## config.mk

```make
export PLATFORM = sky130hd
export DESIGN_NAME = fpu_exception_status_control
export DESIGN_NICKNAME = d
export VERILOG_FILES = /design/src/rtl/fpu_exc_pkg.sv /design/src/rtl/fpu_nan_classifier.sv /design/src/rtl/fpu_exc_update.sv /design/src/rtl/fpu_exception_status_control.sv
export SDC_FILE = /design/constraint.sdc
export NUM_CORES = 1
export LEC_CHECK = 0
export ABC_AREA = 1
export BUFFER_PORTS_ARGS = -buffer_cell sky130_fd_sc_hd__buf_4
export CAP_MARGIN = 20
export CORE_AREA = 2 2 84 86
export DETAILED_ROUTE_END_ITERATION = 10
export DIE_AREA = 0 0 86 88
export PLACE_DENSITY_LB_ADDON = 0.15
export SETUP_SLACK_MARGIN = 0.4
export SKIP_LAST_GASP = 1
export SYNTH_ARGS = -nofsm -noshare
export SYNTH_HDL_FRONTEND = slang
export SYNTH_SLANG_ARGS = --single-unit
```

## constraint.sdc

```tcl
create_clock -name i_sys_clk -period 2.5 [get_ports i_sys_clk]
set_input_delay 0.5 -clock i_sys_clk [delete_from_list [all_inputs] [get_ports i_sys_clk]]
set_output_delay 0.5 -clock i_sys_clk [all_outputs]
set_load 0.01 [all_outputs]
```

## src/rtl/fpu_exc_pkg.sv

```systemverilog
// constants, field layout and shared functions of the fpu exception and status block
// Behaviour
// - sign operation compliance bit sits at bit 19, fixed by hardware
// - compliance bit 0: magnitude and sign flip treat NaN arithmetically and trap
// - compliance bit 1: magnitude and sign flip accept NaN with no trap
// - NaN encoding bit at bit 18, hardware preset; 0 legacy, 1 newer encoding
// - newer encoding: quiet NaN leading fraction bit 1, signaling NaN 0
// - legacy encoding: quiet NaN leading fraction bit 0, signaling NaN 1
// - every arithmetic instruction rewrites cause bits 17:12 with its own conditions, unless a register write lands in the same cycle
// - enable bit in 11:7 with matching cause bit set raises the exception
// - a register write leaving enable and cause both set also raises it
// - unimplemented operation cause has no enable and always raises the exception
// - untrapped condition sets its flag in 6:2, other flags unchanged
// - an operation that raises the exception leaves all flags unchanged
// - hardware never clears flags; only software writes clear them
// - rounding field 1:0 selects rounding unless operation fixes its own mode
// - cause order high to low: unimpl, invalid, div0, overflow, underflow, inexact
// - rounding codes: 0 nearest even, 1 zero, 2 plus inf, 3 minus inf
package fpu_exc_pkg;

    // field positions in the full control and status view
    localparam int RND_LSB = 0;
    localparam int FLAG_LSB = 2;
    localparam int EN_LSB = 7;
    localparam int CAUSE_LSB = 12;
    localparam int NAN_ENC_POS = 18;
    localparam int SIGN_COMPL_POS = 19;
    localparam int CAUSE_W = 6;
    localparam int IEEE_W = 5;
    localparam int RND_W = 2;

    // cause bit indices, low to high; enables and flags share the low five
    localparam int EXC_INEXACT = 0;
    localparam int EXC_UNDERFLOW = 1;
    localparam int EXC_OVERFLOW = 2;
    localparam int EXC_DIV_ZERO = 3;
    localparam int EXC_INVALID = 4;
    localparam int EXC_UNIMPL = 5;
    localparam logic [CAUSE_W-1:0] CAUSE_UNIMPL_ONLY = 6'h20;

    // rounding field codes
    localparam logic [RND_W-1:0] RND_NEAREST_EVEN = 2'h0;
    localparam logic [RND_W-1:0] RND_TOWARD_ZERO = 2'h1;
    localparam logic [RND_W-1:0] RND_PLUS_INF = 2'h2;
    localparam logic [RND_W-1:0] RND_MINUS_INF = 2'h3;

    // register views selectable by the move instructions
    localparam logic [1:0] VIEW_FULL = 2'h0;
    localparam logic [1:0] VIEW_EXCEPT = 2'h1;
    localparam logic [1:0] VIEW_ENABLE = 2'h2;

    // operand formats for NaN detection
    localparam int SGL_EXP_MSB = 30;
    localparam int SGL_EXP_LSB = 23;
    localparam int SGL_LEAD_POS = 22;
    localparam int DBL_EXP_MSB = 62;
    localparam int DBL_EXP_LSB = 52;
    localparam int DBL_LEAD_POS = 51;

    // unimplemented operation is always enabled
    function automatic logic trap_hit(input logic [CAUSE_W-1:0] cause, input logic [IEEE_W-1:0] en);
        trap_hit = cause[EXC_UNIMPL] | (|(cause[IEEE_W-1:0] & en));
    endfunction

    // readback of one view; unknown views read zero
    function automatic logic [31:0] read_view(input logic [1:0] view, input logic [CAUSE_W-1:0] cause,
                                              input logic [IEEE_W-1:0] en, input logic [IEEE_W-1:0] flags,
                                              input logic [RND_W-1:0] rnd, input logic compl,
                                              input logic nan_enc);
        logic [31:0] r;
        r = 32'h0;
        if (view == VIEW_FULL || view == VIEW_EXCEPT) begin
            r[CAUSE_LSB +: CAUSE_W] = cause;
            r[FLAG_LSB +: IEEE_W] = flags;
        end
        if (view == VIEW_FULL || view == VIEW_ENABLE) begin
            r[EN_LSB +: IEEE_W] = en;
            r[RND_LSB +: RND_W] = rnd;
        end
        if (view == VIEW_FULL) begin
            r[SIGN_COMPL_POS] = compl;
            r[NAN_ENC_POS] = nan_enc;
        end
        read_view = r;
    endfunction

endpackage

```

## src/rtl/fpu_nan_classifier.sv

```systemverilog
// NaN detection and quiet or signaling classification of one operand
`timescale 1ns/10ps
`default_nettype none
module fpu_nan_classifier
    import fpu_exc_pkg::*;
#(
    parameter bit NAN_ENCODING_2008 = 1'b1
) (
    // operand, single in the low word
    input wire logic [63:0] i_operand,
    input wire logic i_double,
    // classification
    output logic o_nan,
    output logic o_quiet,
    output logic o_signaling
);
    logic exp_ones;
    logic frac_nz;
    logic lead;

    // pick exponent and fraction of the selected format
    always_comb begin
        if (i_double) begin
            exp_ones = &i_operand[DBL_EXP_MSB:DBL_EXP_LSB];
            frac_nz = |i_operand[DBL_EXP_LSB-1:0];
            lead = i_operand[DBL_LEAD_POS];
        end else begin
            exp_ones = &i_operand[SGL_EXP_MSB:SGL_EXP_LSB];
            frac_nz = |i_operand[SGL_EXP_LSB-1:0];
            lead = i_operand[SGL_LEAD_POS];
        end
    end

    // polarity of the leading fraction bit flips with the encoding
    assign o_nan = exp_ones & frac_nz;
    assign o_quiet = o_nan & (lead == NAN_ENCODING_2008);
    assign o_signaling = o_nan & (lead != NAN_ENCODING_2008);
endmodule
`default_nettype wire

```

## src/rtl/fpu_exc_update.sv

```systemverilog
// trap decision and sticky flag update for one completed arithmetic operation
`timescale 1ns/10ps
`default_nettype none
module fpu_exc_update
    import fpu_exc_pkg::*;
(
    // conditions raised and current state
    input wire logic [CAUSE_W-1:0] i_raised,
    input wire logic [IEEE_W-1:0] i_enables,
    input wire logic [IEEE_W-1:0] i_flags,
    // results
    output logic o_trap,
    output logic [IEEE_W-1:0] o_next_flags
);
    // a trapping operation must not touch the flags at all
    always_comb begin
        o_trap = trap_hit(i_raised, i_enables);
        if (o_trap) begin
            o_next_flags = i_flags;
        end else begin
            o_next_flags = i_flags | i_raised[IEEE_W-1:0];
        end
    end
endmodule
`default_nettype wire

```

## src/rtl/fpu_exception_status_control.sv

```systemverilog
// floating point control and status register with cause, enables, flags and rounding logic
`timescale 1ns/10ps
`default_nettype none
module fpu_exception_status_control
    import fpu_exc_pkg::*;
#(
    parameter bit SIGN_OP_COMPLIANCE = 1'b1,
    parameter bit NAN_ENCODING_2008 = 1'b1
) (
    // clock and reset
    input wire logic i_sys_clk,
    input wire logic i_rst,
    // coprocessor move access
    input wire logic i_ctl_wr,
    input wire logic i_ctl_rd,
    input wire logic [1:0] i_ctl_view,
    input wire logic [31:0] i_ctl_wdata,
    output logic [31:0] o_ctl_rdata,
    // arithmetic completion from the datapath
    input wire logic i_op_done,
    input wire logic [CAUSE_W-1:0] i_op_cause,
    input wire logic i_op_sign_op,
    input wire logic [63:0] i_op_operand,
    input wire logic i_op_double,
    // rounding request
    input wire logic i_op_rnd_fixed,
    input wire logic [RND_W-1:0] i_op_rnd_value,
    output logic [RND_W-1:0] o_round_mode,
    // NaN classification service
    input wire logic [63:0] i_class_operand,
    input wire logic i_class_double,
    output logic o_class_quiet,
    output logic o_class_signaling,
    // exception request to the core
    output logic o_fp_exception
);
    // architectural fields
    logic [CAUSE_W-1:0] cause;
    logic [IEEE_W-1:0] enables;
    logic [IEEE_W-1:0] flags;
    logic [RND_W-1:0] rounding_field;
    logic [CAUSE_W-1:0] next_cause;
    logic [IEEE_W-1:0] next_enables;
    logic [IEEE_W-1:0] next_flags;
    logic [RND_W-1:0] next_rounding_field;
    logic next_fp_exception;
    logic [31:0] next_ctl_rdata;
    logic [RND_W-1:0] next_round_mode;
    logic next_class_quiet;
    logic next_class_signaling;

    // operand checks and update results
    logic op_nan;
    logic cls_quiet;
    logic cls_signaling;
    logic op_is_arith;
    logic [CAUSE_W-1:0] op_raised;
    logic op_trap;
    logic [IEEE_W-1:0] op_flags;
    logic wr_view_ok;

    // operand of a magnitude or sign flip op
    fpu_nan_classifier #(
        .NAN_ENCODING_2008(NAN_ENCODING_2008)
    ) u_op_nan (
        .i_operand(i_op_operand),
        .i_double(i_op_double),
        .o_nan(op_nan),
        .o_quiet(),
        .o_signaling()
    );

    // classification offered to the datapath
    fpu_nan_classifier #(
        .NAN_ENCODING_2008(NAN_ENCODING_2008)
    ) u_class_nan (
        .i_operand(i_class_operand),
        .i_double(i_class_double),
        .o_nan(),
        .o_quiet(cls_quiet),
        .o_signaling(cls_signaling)
    );

    // legacy sign ops are arithmetic and refuse NaN through the unimplemented cause
    always_comb begin
        op_is_arith = !i_op_sign_op || !SIGN_OP_COMPLIANCE;
        if (i_op_sign_op) begin
            op_raised = (op_nan && !SIGN_OP_COMPLIANCE) ? CAUSE_UNIMPL_ONLY : '0;
        end else begin
            op_raised = i_op_cause;
        end
    end

    fpu_exc_update u_update (
        .i_raised(op_raised),
        .i_enables(enables),
        .i_flags(flags),
        .o_trap(op_trap),
        .o_next_flags(op_flags)
    );

    assign wr_view_ok = (i_ctl_view == VIEW_FULL) || (i_ctl_view == VIEW_EXCEPT) || (i_ctl_view == VIEW_ENABLE);

    // next state; a move instruction wins over a completion in the same cycle
    // a completion under a write loses its cause, only its untrapped flags survive
    always_comb begin
        next_cause = cause;
        next_enables = enables;
        next_flags = flags;
        next_rounding_field = rounding_field;
        next_fp_exception = 1'b0;
        if (i_ctl_wr && wr_view_ok) begin
            if (i_ctl_view != VIEW_ENABLE) begin
                next_cause = i_ctl_wdata[CAUSE_LSB +: CAUSE_W];
                next_flags = i_ctl_wdata[FLAG_LSB +: IEEE_W];
            end
            if (i_ctl_view != VIEW_EXCEPT) begin
                next_enables = i_ctl_wdata[EN_LSB +: IEEE_W];
                next_rounding_field = i_ctl_wdata[RND_LSB +: RND_W];
            end
            next_fp_exception = trap_hit(next_cause, next_enables);
            // hardware set beats a software clear in the same cycle
            if (i_op_done && op_is_arith && !op_trap) begin
                next_flags = next_flags | op_raised[IEEE_W-1:0];
            end
        end else if (i_op_done && op_is_arith) begin
            next_cause = op_raised;
            next_flags = op_flags;
            next_fp_exception = op_trap;
        end
    end

    // readback, rounding selection and classification outputs
    always_comb begin
        next_ctl_rdata = o_ctl_rdata;
        if (i_ctl_rd) begin
            next_ctl_rdata = read_view(i_ctl_view, cause, enables, flags, rounding_field,
                                       SIGN_OP_COMPLIANCE, NAN_ENCODING_2008);
        end
        next_round_mode = i_op_rnd_fixed ? i_op_rnd_value : rounding_field;
        next_class_quiet = cls_quiet;
        next_class_signaling = cls_signaling;
    end

    // fields reset to zero for determinism, software must not rely on it
    always_ff @(posedge i_sys_clk) begin
        if (i_rst) begin
            cause <= '0;
            enables <= '0;
            flags <= '0;
            rounding_field <= RND_NEAREST_EVEN;
            o_fp_exception <= 1'b0;
            o_ctl_rdata <= '0;
            o_round_mode <= RND_NEAREST_EVEN;
            o_class_quiet <= 1'b0;
            o_class_signaling <= 1'b0;
        end else begin
            cause <= next_cause;
            enables <= next_enables;
            flags <= next_flags;
            rounding_field <= next_rounding_field;
            o_fp_exception <= next_fp_exception;
            o_ctl_rdata <= next_ctl_rdata;
            o_round_mode <= next_round_mode;
            o_class_quiet <= next_class_quiet;
            o_class_signaling <= next_class_signaling;
        end
    end
endmodule
`default_nettype wire

```

# == After elaboration in Yosys (flattened, before gate mapping) ==
# Cells that the tools add are included.
# classes
addsub,0
mul,0
n_div,0
n_lt_le_gt_ge,0
n_eq_ne,5
shifts,0
n_mux,24
n_bitwise,10
reduce_logical,18
# ops
operator,count
52-bit OR reduction,1
5-bit two-way mux,10
6-bit two-way mux,6
23-bit OR reduction,1
11-bit AND reduction,1
5-bit AND,2
5-bit bitwise OR,2
5-bit OR reduction,2
8-bit AND reduction,1
2-bit two-way mux,3
1-bit two-way mux,5
2-bit by 1-bit != test with 1-bit output (second input constant),2
2-bit AND reduction,2
1-bit AND,3
1-bit logical AND,3
1-bit logical OR,3
2-bit by 1-bit == test with 1-bit output (second input constant),1
2-bit == test (second input constant),1
1-bit logical NOT,2
2-bit logical NOT,1
2-bit != test (second input constant),1
1-bit bitwise OR,2
2-bit nonzero test,1
1-bit NOT,1
# word_totals
reg_bits,43
latchBits,0
ram_bits,0
mem_bits_ro,0
inputBits,179
output_inout_bits,37
elab_cells,66
mem_count,0

# == Longest topological paths before layout ==
# depth
depth_word,9
ltp_mapped,10
mapped_depth_nobuf,10

# == Modules after synthesis ==
# Synthesis repeated with hierarchy kept, for this count alone.
# unflattened
cells_unflattened,421
hier_area_um2,2491.1
# by_module_without_submodules
module,instances,cells_per_inst,area_per_inst_um2,seq_area_each_um2
fpu_exception_status_control,1,319,2065.7,840.8
fpu_nan_classifier,1,75,307.8,0.0
fpu_exc_update,1,27,117.6,0.0

# == Worst setup path before layout ==
# OpenSTA, ideal clock, no wires.
# synth_timing
path_type,in2reg
startpoint,input port i_op_sign_op
endpoint,register flags[1]
setup_time_ps,64
arrival_time_ps,1277
required_time_ps,2436
slack_ps,1159
cell_stages,10
path_buffers,0
cell_sequence,inv_2 -> nand2_1 -> nor2_1 -> nor2_1 -> nand3_1 -> inv_2 -> nand2_1 -> nand3_1 -> nand2_1 -> nor2_1
# synth_between
elab_chain_cells,8
word_cells_on_any_way,17
cone_classes,eq/ne (1); mux (5); bitwise (4); reduce/logical (7)
# synth_rtl
element,line_no,text
"start, declared",fpu_exception_status_control.sv:22,"input wire logic i_op_sign_op,"
6-bit two-way mux,fpu_exception_status_control.sv:87,if (i_op_sign_op) begin
5-bit AND,fpu_exc_pkg.sv:62,trap_hit = cause[EXC_UNIMPL] | (|(cause[IEEE_W-1:0] & en));
5-bit OR reduction,fpu_exc_pkg.sv:62,
1-bit bitwise OR,fpu_exc_pkg.sv:62,
1-bit logical NOT,fpu_exception_status_control.sv:123,if (i_op_done && op_is_arith && !op_trap) begin
1-bit logical AND,fpu_exception_status_control.sv:123,
5-bit two-way mux,fpu_exception_status_control.sv:123,
5-bit two-way mux,fpu_exception_status_control.sv:112,if (i_ctl_wr && wr_view_ok) begin
"end signal, assigned",fpu_exception_status_control.sv:160,flags <= next_flags;
"end, declared",fpu_exception_status_control.sv:40,logic [IEEE_W-1:0] flags;
# Parallel ways exist; a longest one is shown, timed or not. The select of a mux whose other input is x is not followed.
# A chain may end at the register's enable or synchronous reset.

# == Worst setup path after layout ==
# layout_timing
startpoint,register enables[1]
endpoint,register flags[2]
# layout_between
elab_chain_cells,7
word_cells_on_any_way,9
cone_classes,eq/ne (1); mux (2); bitwise (2); reduce/logical (4)
# layout_rtl
element,line_no,text
"start, declared",fpu_exception_status_control.sv:39,logic [IEEE_W-1:0] enables;
"start signal, assigned",fpu_exception_status_control.sv:159,enables <= next_enables;
5-bit AND (*),fpu_exc_pkg.sv:62,
5-bit OR reduction (*),fpu_exc_pkg.sv:62,
1-bit bitwise OR (*),fpu_exc_pkg.sv:62,
1-bit logical NOT,fpu_exception_status_control.sv:123,
1-bit logical AND,fpu_exception_status_control.sv:123,
5-bit two-way mux,fpu_exception_status_control.sv:123,
5-bit two-way mux,fpu_exception_status_control.sv:112,
# Mark *: on every way between the ends. The rest lies on a longest branch, timed or not.

==> metrics.md <==
| Metric | Value |
|---|---|
| Area grow syn2layout | 44.3% |
| Worst path cell trace | inv_1 -> nor2_1 -> nor2_1 -> nand3_1 -> inv_2 -> nand2_1 -> nand3_1 -> nand2_1 -> nor2_1 |
| CP max stage delay | 320 ps |
| Achievable frequency | roughly 0.73 GHz |
| Crit path top cell by count | nor2_1 |
| Setup Skew | about 4.8 ps |
| First-pass GRT wire length | 10900 um |
| Total power | 0.00151 W |
| Post-synth top area cell | dfxtp_1 |
| Largest cells by area after synthesis | dfxtp_1 37%, nand2_1 21%, nor2_1 8.9% |
| Library cells used by synthesis | 28 |
| Post-synth ARST share | 0 |
| Post-CTS setup buffers | 0 |
| CTS sink cnt | 42 |
| Cell chosen for the clock root | clkbuf_8 |
| Placed cell count | 552 |
| Req. time, crit path | between 2000 and 3000 ps |
| Crit path max fanout | 4 |
| Chip height | around 88 um |
| Share of the synthesized area in the top cell type | 0.370 |
| Synth Warn # | 0 |
| ANT nets after route | 0 |
| Post-synth top cells | 125 x nand2_1, 54 x nor2_1, 42 x dfxtp_1 |
| Outcome | complete, no violations |
| Residual DRC count | 0 |
| Worst setup path class | reg -> reg |
| Synthesized area per cell | approximately 6.3 sq um |
| Cell family with most CP delay | simple AND/OR/NAND/NOR gates |
| Final WL | slightly above 7000 um |
| RSZ-0062 raised after global routing | no |
| Post-synth EDFFs | 0 |
| GRT Total Usage | 0.181 |
| Post-CTS sizing | 0 |
| CTS tree | built |
| Initial core utilization | 0.342 |
| CP Launch Type | register |
| H-Tree Depth | 2 |
| Routed wire per std cell | 12.7 um |
| Initial DRT Pass Iterations | 4 |
| Final Hold Viols | 0 |
| Worst-case clock buffer depth | 2 |
| Grt ovf | 0 |
| Vias in the first global route | between 2k and 2.5k |
| CP bufs+invs | 2 |
| Antenna violations before repair | 0 |
| Die area | between 7000 and 8000 sq um |
| PwrDens | 460 nW/um^2 |
| Highest-delay cell along the critical path | dfxtp_1 |
| Minimum clock period | approximately 1400 ps |
| VDD IR-drop max | between 0.2 and 0.25 mV |
| Tcrit/Tclk final | 0.550 |
| Die Wd | ~86 um |
| Pleak | around 1.6 nW |
| Vias | approximately 2.6k |
| Post-layout util | 0.494 |
| N_diodes | 0 |
| 1st-iter DRT viols | roughly 130 |
| Final setup vio count | 0 |
| Most frequent cell after synthesis | nand2_1 |
| Routability-driven placement congestion ratio | around 0.84 |
| Mapped Cells | 359 |
| Arrival @ worst endpoint | roughly 1600 ps |
| Endpoint type of the worst setup path | register |
| PortBufs | 123 |
| Fraction of layout cells with a size suffix above 1 | 0.310 |
| R2R setup slack | between 1000 and 1500 ps |
| Min-delay worst type | in -> reg |
| Seq/Total Area, Yosys | 0.370 |
| Worst-Skew Late Latency | ~290 ps |
| # Max-Cap Violations | 0 |
| Core ar. | ~6600 sq um |
| Dpl hpwl | 5540 um |
| CTS buffer count | 5 |
| Num rows | 30 |
| Ys flop type | dfxtp_1 |
| Final setup TNS | 0 ps |
| Flops & latches, synth | 42 |
| Largest net degree at the start of global routing | 26 |
| Final non-filler cell total | about 560 |
| Total Nets Final | about 660 |
| Max-slew violations | 0 |
| Ports | approximately 220 |
| Clk slew on worst S/H paths | about 80 ps |
| Hold-fix buffers, CTS | 0 |
| Synthesized area | roughly 2300 sq um |
| Vias per cell | between 4 and 5 |
-- cells in the final DEF, fill, tap and decap left out, drive strengths merged --
master and n:
inv 24, nand2 129, o21bai 2, clkbuf 6, nand4 6, conb 12
a31oi 5, a21oi 33, nand3 10, o221ai 1, a211oi 3, o21ai 17
nor4 3, dfxtp 42, nor2 56, nand3b 2, buf 125, nor3 2
-- report_power, final --
group / internal, W / switching [W] / total [W]
combinational: 0.000175 / 0.000172 / 0.000347
sequential: 0.000705 / 0.0000254 / 0.000730
clock: 0.000213 / 0.000219 / 0.000432
total: 0.00109 / 0.000416 / 0.00151
-- logic make-up after synthesis --
group / share of synthesized area
other: 0.00165
flip-flops: 0.370
AND/OR/NAND/NOR: 0.374
buffers and inverters: 0.109
AO/OA/AOI/OAI: 0.146
-- metrics by stage --
step,area [sq um],hold slack [ps],setup slack (ps)
after floorplan,2320,439,1160
after global placement,3200,458,801
after detailed placement,3200,460,812
after CTS,3280,426,1130
after global routing,3280,426,960
final,3280,430,1120
-- worst reg2reg max path, stage by stage (launching register included) --
cell and delay [ps]:
dfxtp_1 320, inv_1 100, nor2_1 60, nor2_1 230, nand3_1 190, inv_2 120
nand2_1 70, nand3_1 80, nand2_1 60, nor2_1 90
-- per-layer routing --
| layer | wire length [um] | global-route usage |
|---|---|---|
| met5 | 0 | 0 |
| met4 | 78 | 0.0491 |
| met3 | 598 | 0.0386 |
| met2 | 3410 | 0.323 |
| met1 | 3010 | 0.221 |
-- cell type report --
type                    instances  area, sq um
multi-input cells             281         1230
well taps                      80          100
fillers                       703         3360
inverters                      24         92.6
clock buffers                   6         82.6
repair buffers                125          938
flip-flops and latches         42          841
-- state kept, by name, summed over array words and instances (netlist names) --
name               flops
o_ctl_rdata           19
cause                  6
enables                5
flags                  5
o_round_mode           2
rounding_field         2
o_class_quiet          1
o_class_signaling      1
o_fp_exception         1
-- path summary, 6_finish.rpt --
| path | from | cells past startpoint | endpoint |
|---|---|---|---|
| max | enables[1] | 9 | flags[2] |
| min | i_ctl_wdata[0] | 3 | rounding_field[0] |
| max reg2reg | enables[1] | 9 | flags[2] |
| min reg2reg | o_ctl_rdata[4] | 2 | o_ctl_rdata[4] |
Power figures use the tool's default switching activity.
